--- config.mk ---
export PLATFORM = sky130hd
export DESIGN_NAME = gpe_port
export DESIGN_NICKNAME = d
export VERILOG_FILES = /design/src/verilog/gpe_pkg.sv /design/src/verilog/gpe_port.sv
export VERILOG_INCLUDE_DIRS = /design/src /design/src/verilog
export SDC_FILE = /design/constraint.sdc
export NUM_CORES = 1
export LEC_CHECK = 0
export ABC_AREA = 1
export BUFFER_PORTS_ARGS = -buffer_cell sky130_fd_sc_hd__buf_4
export CORE_MARGIN = 2
export CORE_UTILIZATION = 50
export DETAILED_ROUTE_END_ITERATION = 12
export GPL_TIMING_DRIVEN = 0
export PLACE_DENSITY = 0.79
export REMOVE_ABC_BUFFERS = 1
export SLEW_MARGIN = 20
export SYNTH_ARGS = -nofsm -noshare
export SYNTH_HDL_FRONTEND = slang
export SYNTH_SLANG_ARGS = --single-unit
--- constraint.sdc ---
create_clock -name clk_i -period 2.6 [get_ports clk_i]
set_clock_uncertainty 0.1 [all_clocks]
set_input_delay 0.26 -clock clk_i [delete_from_list [all_inputs] [get_ports clk_i]]
set_output_delay 0.26 -clock clk_i [all_outputs]
set_load 0.01 [all_outputs]
--- src/verilog/gpe_regs.svh ---
// Notes on behaviour
// - input pin: value register read returns the synchronised pin level.
// - output pin: value register read returns the last written latch value.
// - every write to the value register with byte lane 0 selected lands in all eight latch bits.
// - output pin is driven with its latch bit.
// - reset clears the latch; its zeros reach a pin once that pin's direction bit is set.
// - after reset every pin is a high-impedance input, pull-up off.
// - bit 1 of the value register always reads the pin level.
// - direction 0 disables driver, reads pin; 1 enables driver, reads latch.
// - pin 1 input-only: its direction, slew and drive bits do nothing.
// - pull-enable bit 1 turns the pin's pull-up on, 0 off.
// - output pin: pull-enable ignored, pull devices off.
// - pull-down only with pin interrupt logic, absent here, so never applied.
// - slew bit enables slew control; no effect on input pins.
// - drive bit selects low (0) or high (1) drive; no effect on inputs.
`ifndef GPE_REGS_SVH
`define GPE_REGS_SVH
`define GPE_OFS_VALUE   8'h00
`define GPE_OFS_DIR     8'h04
`define GPE_OFS_PULL    8'h08
`define GPE_OFS_SLEW    8'h0c
`define GPE_OFS_DRIVE   8'h10
`define GPE_RST_VALUE   8'h00
`define GPE_RST_DIR     8'h00
`define GPE_RST_PULL    8'h00
`define GPE_RST_SLEW    8'h00
`define GPE_RST_DRIVE   8'h00
`define GPE_IN_ONLY_BIT 1
`define GPE_IN_ONLY_MSK 8'h02
`endif
--- src/verilog/gpe_pkg.sv ---
package gpe_pkg;
  typedef logic [7:0] gpe_byte_t;
endpackage

--- src/verilog/gpe_port.sv ---
// The Wishbone interface to the registers and the register offsets are this design's own decisions.
`timescale 1ns/1ps
`default_nettype none
`include "gpe_regs.svh"
module gpe_port
  import gpe_pkg::*;
(
  // system
  input  wire logic        clk_i,
  input  wire logic        rst_i,
  // wishbone slave
  input  wire logic        wb_cyc_i,
  input  wire logic        wb_stb_i,
  input  wire logic        wb_we_i,
  input  wire logic [7:0]  wb_adr_i,
  input  wire logic [3:0]  wb_sel_i,
  input  wire logic [31:0] wb_dat_i,
  output logic      [31:0] wb_dat_o,
  output logic             wb_ack_o,
  output logic             wb_err_o,
  // pins
  input  wire logic [7:0]  pin_i,
  output logic      [7:0]  pin_o,
  output logic      [7:0]  pin_oe_o,
  output logic      [7:0]  pull_up_o,
  output logic      [7:0]  pull_down_o,
  output logic      [7:0]  slew_o,
  output logic      [7:0]  drive_o
);

  gpe_byte_t value_r;
  gpe_byte_t dir_r;
  gpe_byte_t pull_r;
  gpe_byte_t slew_r;
  gpe_byte_t drive_r;
  gpe_byte_t sync1_r;
  gpe_byte_t sync2_r;
  gpe_byte_t sync3_r;
  gpe_byte_t level_r;

  function automatic logic gpe_hit(input logic [7:0] adr, input logic [7:0] ofs);
    return (adr == ofs);
  endfunction

  // outputs change on the same edge as the register write
  wire       req       = wb_cyc_i & wb_stb_i & ~wb_ack_o & ~wb_err_o;
  wire       hit_value = gpe_hit(wb_adr_i, `GPE_OFS_VALUE);
  wire       hit_dir   = gpe_hit(wb_adr_i, `GPE_OFS_DIR);
  wire       hit_pull  = gpe_hit(wb_adr_i, `GPE_OFS_PULL);
  wire       hit_slew  = gpe_hit(wb_adr_i, `GPE_OFS_SLEW);
  wire       hit_drive = gpe_hit(wb_adr_i, `GPE_OFS_DRIVE);
  wire       hit_any   = hit_value | hit_dir | hit_pull | hit_slew | hit_drive;
  wire       wr        = req & wb_we_i & wb_sel_i[0];
  wire [7:0] wbyte     = wb_dat_i[7:0];

  // pin 1 has no driver, so its direction bit is masked
  wire [7:0] dir_eff   = dir_r & ~`GPE_IN_ONLY_MSK;
  wire [7:0] dir_nxt   = (wr && hit_dir) ? wbyte : dir_r;
  wire [7:0] val_nxt   = (wr && hit_value) ? wbyte : value_r;
  wire [7:0] pull_nxt  = (wr && hit_pull) ? wbyte : pull_r;
  wire [7:0] slew_nxt  = (wr && hit_slew) ? wbyte : slew_r;
  wire [7:0] drv_nxt   = (wr && hit_drive) ? wbyte : drive_r;
  wire [7:0] deff_nxt  = dir_nxt & ~`GPE_IN_ONLY_MSK;

  // read mux: latch on outputs, pin on inputs and bit 1 always
  wire [7:0] value_rd  = (value_r & dir_eff) | (level_r & ~dir_eff);
  wire [7:0] rd_byte   = hit_value ? value_rd :
                         hit_dir   ? dir_r :
                         hit_pull  ? pull_r :
                         hit_slew  ? slew_r :
                         hit_drive ? drive_r : 8'h00;

  always_ff @(posedge clk_i) begin
    if (rst_i) begin
      value_r <= `GPE_RST_VALUE;
      dir_r   <= `GPE_RST_DIR;
      pull_r  <= `GPE_RST_PULL;
      slew_r  <= `GPE_RST_SLEW;
      drive_r <= `GPE_RST_DRIVE;
    end else begin
      value_r <= val_nxt;
      dir_r   <= dir_nxt;
      pull_r  <= pull_nxt;
      slew_r  <= slew_nxt;
      drive_r <= drv_nxt;
    end
  end

  // three-stage synchroniser, level changes when stages 2 and 3 agree
  always_ff @(posedge clk_i) begin
    if (rst_i) begin
      sync1_r <= 8'h00;
      sync2_r <= 8'h00;
      sync3_r <= 8'h00;
      level_r <= 8'h00;
    end else begin
      sync1_r <= pin_i;
      sync2_r <= sync1_r;
      sync3_r <= sync2_r;
      level_r <= (sync2_r & sync3_r) | (level_r & (sync2_r | sync3_r));
    end
  end

  // pin controls registered from next values, valid at the edge after a write
  always_ff @(posedge clk_i) begin
    if (rst_i) begin
      pin_o       <= 8'h00;
      pin_oe_o    <= 8'h00;
      pull_up_o   <= 8'h00;
      pull_down_o <= 8'h00;
      slew_o      <= 8'h00;
      drive_o     <= 8'h00;
    end else begin
      pin_o       <= val_nxt & deff_nxt;
      pin_oe_o    <= deff_nxt;
      pull_up_o   <= pull_nxt & ~deff_nxt;
      pull_down_o <= 8'h00;
      slew_o      <= slew_nxt & deff_nxt;
      drive_o     <= drv_nxt & deff_nxt;
    end
  end

  always_ff @(posedge clk_i) begin
    if (rst_i) begin
      wb_ack_o <= 1'b0;
      wb_err_o <= 1'b0;
      wb_dat_o <= 32'h0000_0000;
    end else begin
      wb_ack_o <= req & hit_any;
      wb_err_o <= req & ~hit_any;
      wb_dat_o <= (req && !wb_we_i && hit_any) ? {24'h00_0000, rd_byte} : 32'h0000_0000;
    end
  end

  // bus answer timing
  ack_pulse_a: assert property (@(posedge clk_i) disable iff (rst_i)
    wb_ack_o |=> !wb_ack_o)
    else $error("ack held longer than one cycle");
  err_pulse_a: assert property (@(posedge clk_i) disable iff (rst_i)
    wb_err_o |=> !wb_err_o)
    else $error("err held longer than one cycle");
  ack_err_excl_a: assert property (@(posedge clk_i) disable iff (rst_i)
    !(wb_ack_o && wb_err_o))
    else $error("ack and err together");
  ack_after_a: assert property (@(posedge clk_i) disable iff (rst_i)
    (req && hit_any) |=> wb_ack_o && !wb_err_o)
    else $error("mapped access not acknowledged");
  err_after_a: assert property (@(posedge clk_i) disable iff (rst_i)
    (req && !hit_any) |=> wb_err_o && !wb_ack_o)
    else $error("unmapped access not refused");
  ack_cause_a: assert property (@(posedge clk_i) disable iff (rst_i)
    wb_ack_o |-> $past(req && hit_any))
    else $error("ack without a request");
  idle_quiet_a: assert property (@(posedge clk_i) disable iff (rst_i)
    !req |=> !wb_ack_o && !wb_err_o)
    else $error("answer without a request");
  idle_data_a: assert property (@(posedge clk_i) disable iff (rst_i)
    !req |=> wb_dat_o == 32'h0000_0000)
    else $error("read data without a request");
  dat_upper_a: assert property (@(posedge clk_i) disable iff (rst_i)
    wb_dat_o[31:8] == 24'h00_0000)
    else $error("upper read data not zero");
  dat_wr_zero_a: assert property (@(posedge clk_i) disable iff (rst_i)
    (req && wb_we_i) |=> wb_dat_o == 32'h0000_0000)
    else $error("read data on a write");
  err_data_a: assert property (@(posedge clk_i) disable iff (rst_i)
    wb_err_o |-> wb_dat_o == 32'h0000_0000)
    else $error("read data on a refused access");

  // register writes
  wr_val_a: assert property (@(posedge clk_i) disable iff (rst_i)
    (wr && hit_value) |=> (value_r == $past(wbyte)) &&
    ((pin_o ^ value_r) & pin_oe_o) == 8'h00)
    else $error("value write not latched or driven");
  val_hold_a: assert property (@(posedge clk_i) disable iff (rst_i)
    !(wr && hit_value) |=> $stable(value_r))
    else $error("latch changed without a write");
  dir_store_a: assert property (@(posedge clk_i) disable iff (rst_i)
    (wr && hit_dir) |=> dir_r == $past(wbyte))
    else $error("direction write not stored");
  dir_hold_a: assert property (@(posedge clk_i) disable iff (rst_i)
    !(wr && hit_dir) |=> $stable(dir_r))
    else $error("direction changed without a write");
  pull_store_a: assert property (@(posedge clk_i) disable iff (rst_i)
    (wr && hit_pull) |=> pull_r == $past(wbyte))
    else $error("pull write not stored");
  pull_hold_a: assert property (@(posedge clk_i) disable iff (rst_i)
    !(wr && hit_pull) |=> $stable(pull_r))
    else $error("pull changed without a write");
  slew_store_a: assert property (@(posedge clk_i) disable iff (rst_i)
    (wr && hit_slew) |=> slew_r == $past(wbyte))
    else $error("slew write not stored");
  slew_hold_a: assert property (@(posedge clk_i) disable iff (rst_i)
    !(wr && hit_slew) |=> $stable(slew_r))
    else $error("slew changed without a write");
  drive_store_a: assert property (@(posedge clk_i) disable iff (rst_i)
    (wr && hit_drive) |=> drive_r == $past(wbyte))
    else $error("drive write not stored");
  drive_hold_a: assert property (@(posedge clk_i) disable iff (rst_i)
    !(wr && hit_drive) |=> $stable(drive_r))
    else $error("drive changed without a write");
  nosel_hold_a: assert property (@(posedge clk_i) disable iff (rst_i)
    (req && wb_we_i && !wb_sel_i[0]) |=>
    $stable(value_r) && $stable(dir_r) && $stable(pull_r))
    else $error("write without lane select changed state");
  err_keep_a: assert property (@(posedge clk_i) disable iff (rst_i)
    (req && !hit_any) |=> $stable(value_r) && $stable(dir_r) &&
    $stable(slew_r) && $stable(drive_r) && $stable(pull_r))
    else $error("refused access changed state");
  dir_bit1_a: assert property (@(posedge clk_i) disable iff (rst_i)
    (wr && hit_dir) |=> dir_r[1] == $past(wbyte[1]))
    else $error("direction bit one not stored");

  // register reads
  rd_bit1_a: assert property (@(posedge clk_i) disable iff (rst_i)
    (req && !wb_we_i && hit_value) |=> wb_ack_o && (wb_dat_o[1] == $past(level_r[1])))
    else $error("bit 1 read is not the pin level");
  rd_mix_a: assert property (@(posedge clk_i) disable iff (rst_i)
    (req && !wb_we_i && hit_value) |=> wb_dat_o[7:0] == $past(value_rd))
    else $error("value read mux wrong");
  rd_out_a: assert property (@(posedge clk_i) disable iff (rst_i)
    (req && !wb_we_i && hit_value) |=> ((wb_dat_o[7:0] ^ $past(value_r)) & $past(dir_eff)) == 8'h00)
    else $error("output bit read is not the latch");
  rd_in_a: assert property (@(posedge clk_i) disable iff (rst_i)
    (req && !wb_we_i && hit_value) |=> ((wb_dat_o[7:0] ^ $past(level_r)) & ~$past(dir_eff)) == 8'h00)
    else $error("input bit read is not the pin level");
  rd_dir_a: assert property (@(posedge clk_i) disable iff (rst_i)
    (req && !wb_we_i && hit_dir) |=> wb_dat_o[7:0] == $past(dir_r))
    else $error("direction read wrong");
  rd_pull_a: assert property (@(posedge clk_i) disable iff (rst_i)
    (req && !wb_we_i && hit_pull) |=> wb_dat_o[7:0] == $past(pull_r))
    else $error("pull read wrong");
  rd_slew_a: assert property (@(posedge clk_i) disable iff (rst_i)
    (req && !wb_we_i && hit_slew) |=> wb_dat_o[7:0] == $past(slew_r))
    else $error("slew read wrong");
  rd_drive_a: assert property (@(posedge clk_i) disable iff (rst_i)
    (req && !wb_we_i && hit_drive) |=> wb_dat_o[7:0] == $past(drive_r))
    else $error("drive read wrong");

  // driver gating
  pin_oe_bit1_a: assert property (@(posedge clk_i) disable iff (rst_i)
    !pin_oe_o[1] && !slew_o[1] && !drive_o[1])
    else $error("input-only pin shows driver controls");
  out_drive_a: assert property (@(posedge clk_i) disable iff (rst_i)
    (pin_o & ~pin_oe_o) == 8'h00)
    else $error("pin value without driver");
  pull_off_a: assert property (@(posedge clk_i) disable iff (rst_i)
    (pull_up_o & pin_oe_o) == 8'h00)
    else $error("pull-up on an output pin");
  pull_enab_a: assert property (@(posedge clk_i) disable iff (rst_i)
    pull_up_o == (pull_r & ~pin_oe_o))
    else $error("pull-up does not follow enable");
  no_pulldown_a: assert property (@(posedge clk_i) disable iff (rst_i)
    pull_down_o == 8'h00)
    else $error("pull-down applied");
  slew_gate_a: assert property (@(posedge clk_i) disable iff (rst_i)
    ((slew_o | drive_o) & ~pin_oe_o) == 8'h00)
    else $error("slew or drive on input pin");
  pin1_low_a: assert property (@(posedge clk_i) disable iff (rst_i)
    !pin_o[1])
    else $error("input-only pin driven");
  dir_pull_a: assert property (@(posedge clk_i) disable iff (rst_i)
    (wr && hit_dir) |=>
    (pull_up_o & $past(wbyte) & ~`GPE_IN_ONLY_MSK) == 8'h00)
    else $error("pull-up kept on new output");

  // pin mapping
  wr_dir_a: assert property (@(posedge clk_i) disable iff (rst_i)
    (wr && hit_dir) |=> (pin_oe_o == ($past(wbyte) & ~`GPE_IN_ONLY_MSK)))
    else $error("direction write not on pins next edge");
  oe_map_a: assert property (@(posedge clk_i) disable iff (rst_i)
    pin_oe_o == (dir_r & ~`GPE_IN_ONLY_MSK))
    else $error("driver enable does not follow direction");
  pin_map_a: assert property (@(posedge clk_i) disable iff (rst_i)
    pin_o == (value_r & pin_oe_o))
    else $error("pin level does not follow latch");
  slew_map_a: assert property (@(posedge clk_i) disable iff (rst_i)
    slew_o == (slew_r & pin_oe_o))
    else $error("slew does not follow register");
  drive_map_a: assert property (@(posedge clk_i) disable iff (rst_i)
    drive_o == (drive_r & pin_oe_o))
    else $error("drive does not follow register");
  pin1_pull_a: assert property (@(posedge clk_i) disable iff (rst_i)
    pull_up_o[1] == pull_r[1])
    else $error("input-only pin pull wrong");
  dir_clear_a: assert property (@(posedge clk_i) disable iff (rst_i)
    (wr && hit_dir && wbyte == 8'h00) |=> pin_oe_o == 8'h00 && pin_o == 8'h00)
    else $error("pins still driven after clearing direction");

  // pin update timing
  val_pin_a: assert property (@(posedge clk_i) disable iff (rst_i)
    (wr && hit_value) |=> ((pin_o ^ $past(wbyte)) & pin_oe_o) == 8'h00)
    else $error("value write not on pins next edge");
  pull_wr_a: assert property (@(posedge clk_i) disable iff (rst_i)
    (wr && hit_pull) |=> pull_up_o == ($past(wbyte) & ~pin_oe_o))
    else $error("pull write not on pins next edge");
  slew_wr_a: assert property (@(posedge clk_i) disable iff (rst_i)
    (wr && hit_slew) |=> slew_o == ($past(wbyte) & pin_oe_o))
    else $error("slew write not on pins next edge");
  drive_wr_a: assert property (@(posedge clk_i) disable iff (rst_i)
    (wr && hit_drive) |=> drive_o == ($past(wbyte) & pin_oe_o))
    else $error("drive write not on pins next edge");
  out_hold_a: assert property (@(posedge clk_i) disable iff (rst_i)
    !wr |=> $stable(pin_oe_o) && $stable(pin_o))
    else $error("pin driver changed without a write");
  ctl_hold_a: assert property (@(posedge clk_i) disable iff (rst_i)
    !wr |=> $stable(pull_up_o) && $stable(slew_o) && $stable(drive_o))
    else $error("pin controls changed without a write");

  // input synchroniser
  level_keep_a: assert property (@(posedge clk_i) disable iff (rst_i)
    !$past(rst_i) |-> ((level_r ^ $past(level_r)) & ($past(sync2_r) ^ $past(sync3_r))) == 8'h00)
    else $error("level moved while stages disagree");
  level_agree_a: assert property (@(posedge clk_i) disable iff (rst_i)
    !$past(rst_i) |->
    ((level_r ^ $past(sync2_r)) & ~($past(sync2_r) ^ $past(sync3_r))) == 8'h00)
    else $error("level ignores agreeing stages");

  // reset state
  rst_hiz_a: assert property (@(posedge clk_i)
    $fell(rst_i) |-> pin_oe_o == 8'h00 && pull_up_o == 8'h00 &&
    value_r == 8'h00)
    else $error("pins not released after reset");
  rst_regs_a: assert property (@(posedge clk_i)
    $past(rst_i) |-> value_r == `GPE_RST_VALUE && dir_r == `GPE_RST_DIR &&
    pull_r == `GPE_RST_PULL && slew_r == `GPE_RST_SLEW &&
    drive_r == `GPE_RST_DRIVE)
    else $error("registers not cleared by reset");
  rst_pins_a: assert property (@(posedge clk_i)
    $past(rst_i) |-> pin_oe_o == 8'h00 && pin_o == 8'h00 && pull_up_o == 8'h00)
    else $error("pins not high impedance after reset");
  rst_drvctl_a: assert property (@(posedge clk_i)
    $past(rst_i) |-> slew_o == 8'h00 && drive_o == 8'h00)
    else $error("driver controls set after reset");
  rst_bus_a: assert property (@(posedge clk_i)
    $past(rst_i) |-> !wb_ack_o && !wb_err_o)
    else $error("bus answer during reset");
  rst_sync_a: assert property (@(posedge clk_i)
    $past(rst_i) |-> level_r == 8'h00 && sync3_r == 8'h00)
    else $error("synchroniser not cleared by reset");
endmodule
`default_nettype wire

==> results of run 1 <==
state kept, by name, indices dropped and copies added, names as in the netlist, 8 cells and up:
name and count:
sync2_r 8, sync1_r 8, pull_r 8, drive_r 8, level_r 8, wb_dat_o 8
slew_r 8, dir_r 8, sync3_r 8
cells in the mapped netlist, drive strengths merged:
cell type,count,area [um2]
nand3,98,495.5
o21a,7,52.55
dfxtp,109,2182
inv,104,390.4
o21ai,22,128.9
a21oi,13,65.06
nor2,100,420.4
nand4,8,50.05
clkbuf,7,26.28
nand2,95,381.6
clkinv,3,11.26
conb,1,3.750
buf,52,379.1
stage by stage:
step	setup WS, ns	hold WS [ns]	instance area, um2	total power, uW
after floorplan	0.5882	0.2291	4313	1806
after global placement	0.05952	0.2898	5011	1873
after detailed placement	0.005312	0.2920	5011	1877
after CTS	0.2191	0.05592	5318	2953
after global routing	0.02968	0.07021	5318	3053
final	0.1705	0.05737	5318	2947
area by class of cell:
class,count,area (um2)
multi-input cells,380,1735
clock buffers,12,165.2
well taps,108,135.1
inverters,107,401.6
flip-flops and latches,109,2182
clock inverters,4,55.05
fillers,791,3488
repair buffers,83,643.1
report_power, final:
part	leakage (uW)	internal, uW	total [uW]	switching (uW)
sequential	0.000882	1680	1690	6.65
clock	0.000109	528	1090	566
combinational	0.00163	52.8	162	110
total	0.00262	2260	2950	682
timing repair:
action,4_1_cts,5_1_grt
endpoints found under the hold margin,8,0
hold buffers,8,0
setup buffers,0,0
endpoints found under the setup margin,2,0
path summary, 6_finish.rpt:
| path | start | end | depth (start not counted) |
|---|---|---|---|
| setup / recovery | wb_err_o | slew_o[7] | 6 |
| hold / removal | wb_dat_i[4] | pin_o[4] | 3 |
| setup reg to reg | wb_err_o | slew_o[7] | 6 |
| hold reg to reg | sync1_r[1] | sync2_r[1] | 2 |
critical path, stage by stage, from the launching register on:
cell     delay, ns
dfxtp_1       0.33
nor2_1        0.09
nand2_1       0.16
nor2_4        0.51
nand2_2       0.54
o21ai_1       0.47
nor2_1        0.11
metal layers:
| layer | up-vias | global-route usage, % | share of wire (%) |
|---|---|---|---|
| met5 | - | 0 | 0 |
| met2 | 209 | 35.14 | 47 |
| met1 | 1771 | 28.87 | 41 |
| li1 | 1983 | - | - |
| met4 | 0 | 8.219 | 1.9 |
| met3 | 21 | 3.691 | 10 |
cells by family (layout without fill, tap and decap cells):
group	Yosys count	count (layout)	synth area share, %
flops	109	109	47.57
other cells	1	36	0.08175
simple gates	301	302	29.38
buf+inv	166	206	17.59
compound gates	42	42	5.374
==> summary.md, run 1 <==
| Metric | Value |
|---|---|
| Inserted Diodes | 0 |
| Area Overhead vs Synth | 15.93% |
| Hpwl dp | 6791 um |
| Fmax | 0.4116 GHz |
| Clk Latency, worst-skew pair | 0.37 ns |
| Post-synthesis area per instance | 7.410 um2 |
| Routed wire length | 10800 um |
| Cells after synthesis | 619 |
| CTS sink cnt | 109 |
| RD Place Congestion | 0.8799 |
| Fin crit share | 93.44% |
| PD cells | 554.1 nW/um2 |
| Rel. slew slack | 30.86% |
| Critical Path Source Type | flip-flop |
| VDD IR max | 0.3450 mV |
| FP Rows | 34 |
| Clock buffer depth | 2 |
| Fin. max-slew vios | 0 |
| First-pass GRT wire length | 16990 um |
| Max Cap Viol | 0 |
| Total CTS buffers | 9 |
| Post-synthesis cell area | 4587 um2 |
| Yosys warning count | 0 |
| Vias in the first global route | 3524 |
| Vias per inst | 4.961 |
| Num ports | 139 |
| RSZ-0062 raised after global routing | false |
| Arrival time at the worst endpoint | 2.59 ns |
| Starting Density | 52.09% |
| Status | completed |
| Worst Hold Class | in2reg |
| Antenna Nets Post-Route | 0 |
| Drc violations | 0 |
| Initial antenna violation count | 1 |
| Peak fanout along the critical path | 29 |
| Post-synthesis register bit count | 109 |
| Clock-pin transition on the worst setup and hold timing paths | 0.10 ns |
| Final Hold Fails | 0 |
| Endpoints failing setup | 0 |
| Critical Path RT | 2.76 ns |
| Largest net degree at the start of global routing | 38 |
| CTS Root Cell | clkbuf_8 |
| Fin cells | 803 |
| P_leak | 0.002625 uW |
| Die ar. | 9956 um2 |
| Die Y | 99.78 um |
| Overall routing resource usage | 21.59% |
| Share of cells above drive strength 1 | 16.69% |
| Placed cells | 778 |
| Drt wl/cell | 13.45 um |
| Core area | 8806 um2 |
| Min Tclk post-route | 2.430 ns |
| Register area share after synthesis | 47.57% |
| Gr ovfl total | 0 |
| Netlist cell types | 23 |
| Resize count post-CTS | 0 |
| Most common cell after layout, fill and taps aside | dfxtp_1 |
| TNS Setup | 0 ns |
| Buffers on Ports | 75 |
| Router iterations before antenna repair | 5 |
| Die span in x | 99.78 um |
| # nets final | 747 |
| CTS tree | yes |
| Tightest Pin Transition | 1.031 ns |
| Final Util | 60.39% |
| Critical Path Sink Type | flip-flop |
| Htree depth | 3 |
| Setup slack, reg-to-reg | 0.17 ns |
| Leading cell types in the layout, fill and taps excluded | dfxtp_1 (109), inv_1 (104), nand3_1 (97) |
| Initial DRC count | 376 |
| Routed vias | 3984 |
| Crit Path Class | reg2reg |
(Power assumes the default switching activity.)
==> inputs of run 2 (changes only) <==
--- a/config.mk
+++ b/config.mk
@@ -9,10 +9,10 @@
 export ABC_AREA = 1
 export BUFFER_PORTS_ARGS = -buffer_cell sky130_fd_sc_hd__buf_4
 export CORE_MARGIN = 2
-export CORE_UTILIZATION = 50
+export CORE_UTILIZATION = 46
 export DETAILED_ROUTE_END_ITERATION = 12
 export GPL_TIMING_DRIVEN = 0
-export PLACE_DENSITY = 0.79
+export PLACE_DENSITY = 0.77
 export REMOVE_ABC_BUFFERS = 1
 export SLEW_MARGIN = 20
 export SYNTH_ARGS = -nofsm -noshare
==> constraint.sdc (replaced) <==
create_clock -name clk_i -period 2.2 [get_ports clk_i]
set_clock_uncertainty 0.1 [all_clocks]
set_input_delay 0.22 -clock clk_i [delete_from_list [all_inputs] [get_ports clk_i]]
set_output_delay 0.22 -clock clk_i [all_outputs]
set_load 0.01 [all_outputs]
==> run 2 against run 1 <==
  * Design area is 1.5% higher
  * First-iteration DRC count fell by 35%
  * Cell count grew 3.5%
  * Hold slack worse by 0.032 ns
  * Flip-flop and latch count stayed put
  * Utilization is 4.9 points lower
  * Wire length up 3.2%
  * Sequential share of layout area decreased by 0.61 points
==> summary.md, run 2 (same netlist as run 1, synthesis figures left out) <==
| Metric | Value |
|---|---|
| Min Tclk post-route | 2.032 ns |
| PD cells | 658.3 nW/um2 (was 554.1 nW/um2) |
| Fmax | 0.4922 GHz |
| VDD IR max | 0.3454 mV (was 0.3450 mV) |
| Final Hold Fails | 0 (unchanged) |
| Endpoints failing setup | 0 (unchanged) |
| Fin crit share | 92.35% |
| Vias per inst | 4.826 (was 4.961) |
| Initial antenna violation count | 0 (was 1) |
| Buffers on Ports | 75 (unchanged) |
| Num ports | 139 (unchanged) |
| Status | completed (unchanged) |
| CTS sink cnt | 109 (unchanged) |
| Area of the multi-input gates | 1740 um2 (was 1735 um2) |
| # nets final | 750 (was 747) |
| FP Rows | 36 (was 34) |
| Fin. max-slew vios | 0 (unchanged) |
| Critical Path Sink Type | flip-flop (unchanged) |
| Worst Slack Setup Final | 0.1684 ns (was 0.1705 ns) |
| Routed wire length | 11140 um (was 10800 um) |
| Cell Area, Placed | 5042 um2 (was 5011 um2) |
| Gr ovfl total | 0 (unchanged) |
| CTS tree | yes (unchanged) |
| Hpwl dp | 7121 um (was 6791 um) |
| TNS Setup | 0 ns (unchanged) |
| Starting Density | 47.15% (was 52.09%) |
| Rel. slew slack | 31.92% (was 30.86%) |
| Overall routing resource usage | 20.77% (was 21.59%) |
| Cell area after layout | 5398 um2 (was 5318 um2) |
| Drt wl/cell | 13.40 um (was 13.45 um) |
| Post-placement setup slack | -0.3509 ns (was 0.005312 ns) |
| Htree depth | 3 (unchanged) |
| Peak fanout along the critical path | 17 (was 29) |
| RD Place Congestion | 0.8703 (was 0.8799) |
| Vias in the first global route | 3803 (was 3524) |
| Total power | 3553 uW (was 2947 uW) |
| Core area | 9729 um2 (was 8806 um2) |
| Area Overhead vs Synth | 17.68% (was 15.93%) |
| Max Cap Viol | 0 (unchanged) |
| Arrival time at the worst endpoint | 2.25 ns (was 2.59 ns) |
| Antenna Nets Post-Route | 0 (unchanged) |
| First-pass GRT wire length | 18020 um (was 16990 um) |
| Share of cells above drive strength 1 | 17.05% (was 16.69%) |
| Critical Path RT | 2.42 ns (was 2.76 ns) |
| CTS Root Cell | clkbuf_8 (unchanged) |
| Cells along the critical path | buf_4, nor2_2, nand2_4, nor2_2, nand2_1, nand2_1, nand3_1, nor2_1 (was nor2_1, nand2_1, nor2_4, nand2_2, o21ai_1, nor2_1) |
| Sequential standard cell area | 2182 um2 (unchanged) |
| Tightest Pin Transition | 1.015 ns (was 1.031 ns) |
| Critical Path Source Type | primary input (was flip-flop) |
| Fill cell count | 928 (was 791) |
| Die ar. | 10790 um2 (was 9956 um2) |
| Most common cell after layout, fill and taps aside | dfxtp_1 (unchanged) |
| Total CTS buffers | 9 (unchanged) |
| P_leak | 0.002667 uW (was 0.002625 uW) |
| Clock-pin transition on the worst setup and hold timing paths | 0.10 ns (about the same) |
| Die span in x | 103.9 um (was 99.78 um) |
| Worst Hold Class | in2reg (unchanged) |
| Largest net degree at the start of global routing | 38 (unchanged) |
| Drc violations | 0 (unchanged) |
| Die Y | 103.9 um (was 99.78 um) |
| Router iterations before antenna repair | 5 (unchanged) |
| Inserted Diodes | 0 (unchanged) |
| Leading cell types in the layout, fill and taps excluded | dfxtp_1 (109), inv_1 (104), nand3_1 (97) (unchanged) |
| Hold Worst Slack | 0.02498 ns (was 0.05737 ns) |
| Routed vias | 4010 (was 3984) |
| Clock buffer depth | 2 (unchanged) |
| Max incr delay on CP | 0.70 ns (was 0.54 ns) |
| Slowest CP cell | nor2_2 (was nand2_2) |
| Crit Path Class | in2reg (was reg2reg) |
| Clk Latency, worst-skew pair | 0.38 ns (was 0.37 ns) |
| Initial DRC count | 244 (was 376) |
[run 2: cell types whose count changed in the layout (fill, tap and decap cells not counted), sizes merged]
cell and change:
clkinvlp -1, clkbuf -2, buf +3, bufinv +1, inv +2
[run 2: stage by stage]
stage | cells | util (%)
CTS | 828 | 55.12
detailed placement | 803 | 51.83
finish | 831 | 55.48
floorplan | 595 | -
global placement | 803 | 51.83
global route | 831 | 55.48
[run 2: final cells by class]
class,count,area share (%)
Inverter,107,7.441
Clock buffer,10,2.550
Sequential cell,109,40.43
Multi-Input combinational cell,380,32.24
Timing Repair Buffer,86,12.56
Tap cell,133,3.083
Clock inverter,6,1.692
[run 2: power breakdown]
part           internal (uW)  switching, uW
clock network            681            679
registers               1990           7.70
logic                   65.3            131
total                   2740            817
[run 2: worst paths after layout]
check              startpoint    endpoint  slack (ns)  cells after the start
setup / recovery  wb_adr_i[7]    pin_o[3]        0.17                      8
hold reg to reg    sync1_r[2]  sync2_r[2]        0.30                      2
hold / removal    wb_dat_i[5]    dir_r[5]        0.02                      3
setup reg to reg     wb_err_o  drive_r[7]        0.27                      6
[run 2: what timing repair did]
action / in CTS / in global routing
setup endpoints to repair: 42 / 20
pin swaps: 1 / 1
endpoints found under the hold margin: 8 / 0
cloned: 1 / 0
buffers inserted: 0 / 3
hold buffers: 8 / 0
gates resized for setup: 1 / 0
[run 2: routing by layer]
metal  GRT usage (%)  vias up  wire, um
li1                -     1986         -
met3           5.952       18       919
met2           34.68      169      5341
met4           7.046        0       187
met5               0        -         0
met1           25.75     1837      4691
[run 2: critical path: cells and delay by family]
family	cells	cell delay (ns)
and+or+nand+nor	7	1.91
buffers and inverters	1	0.11
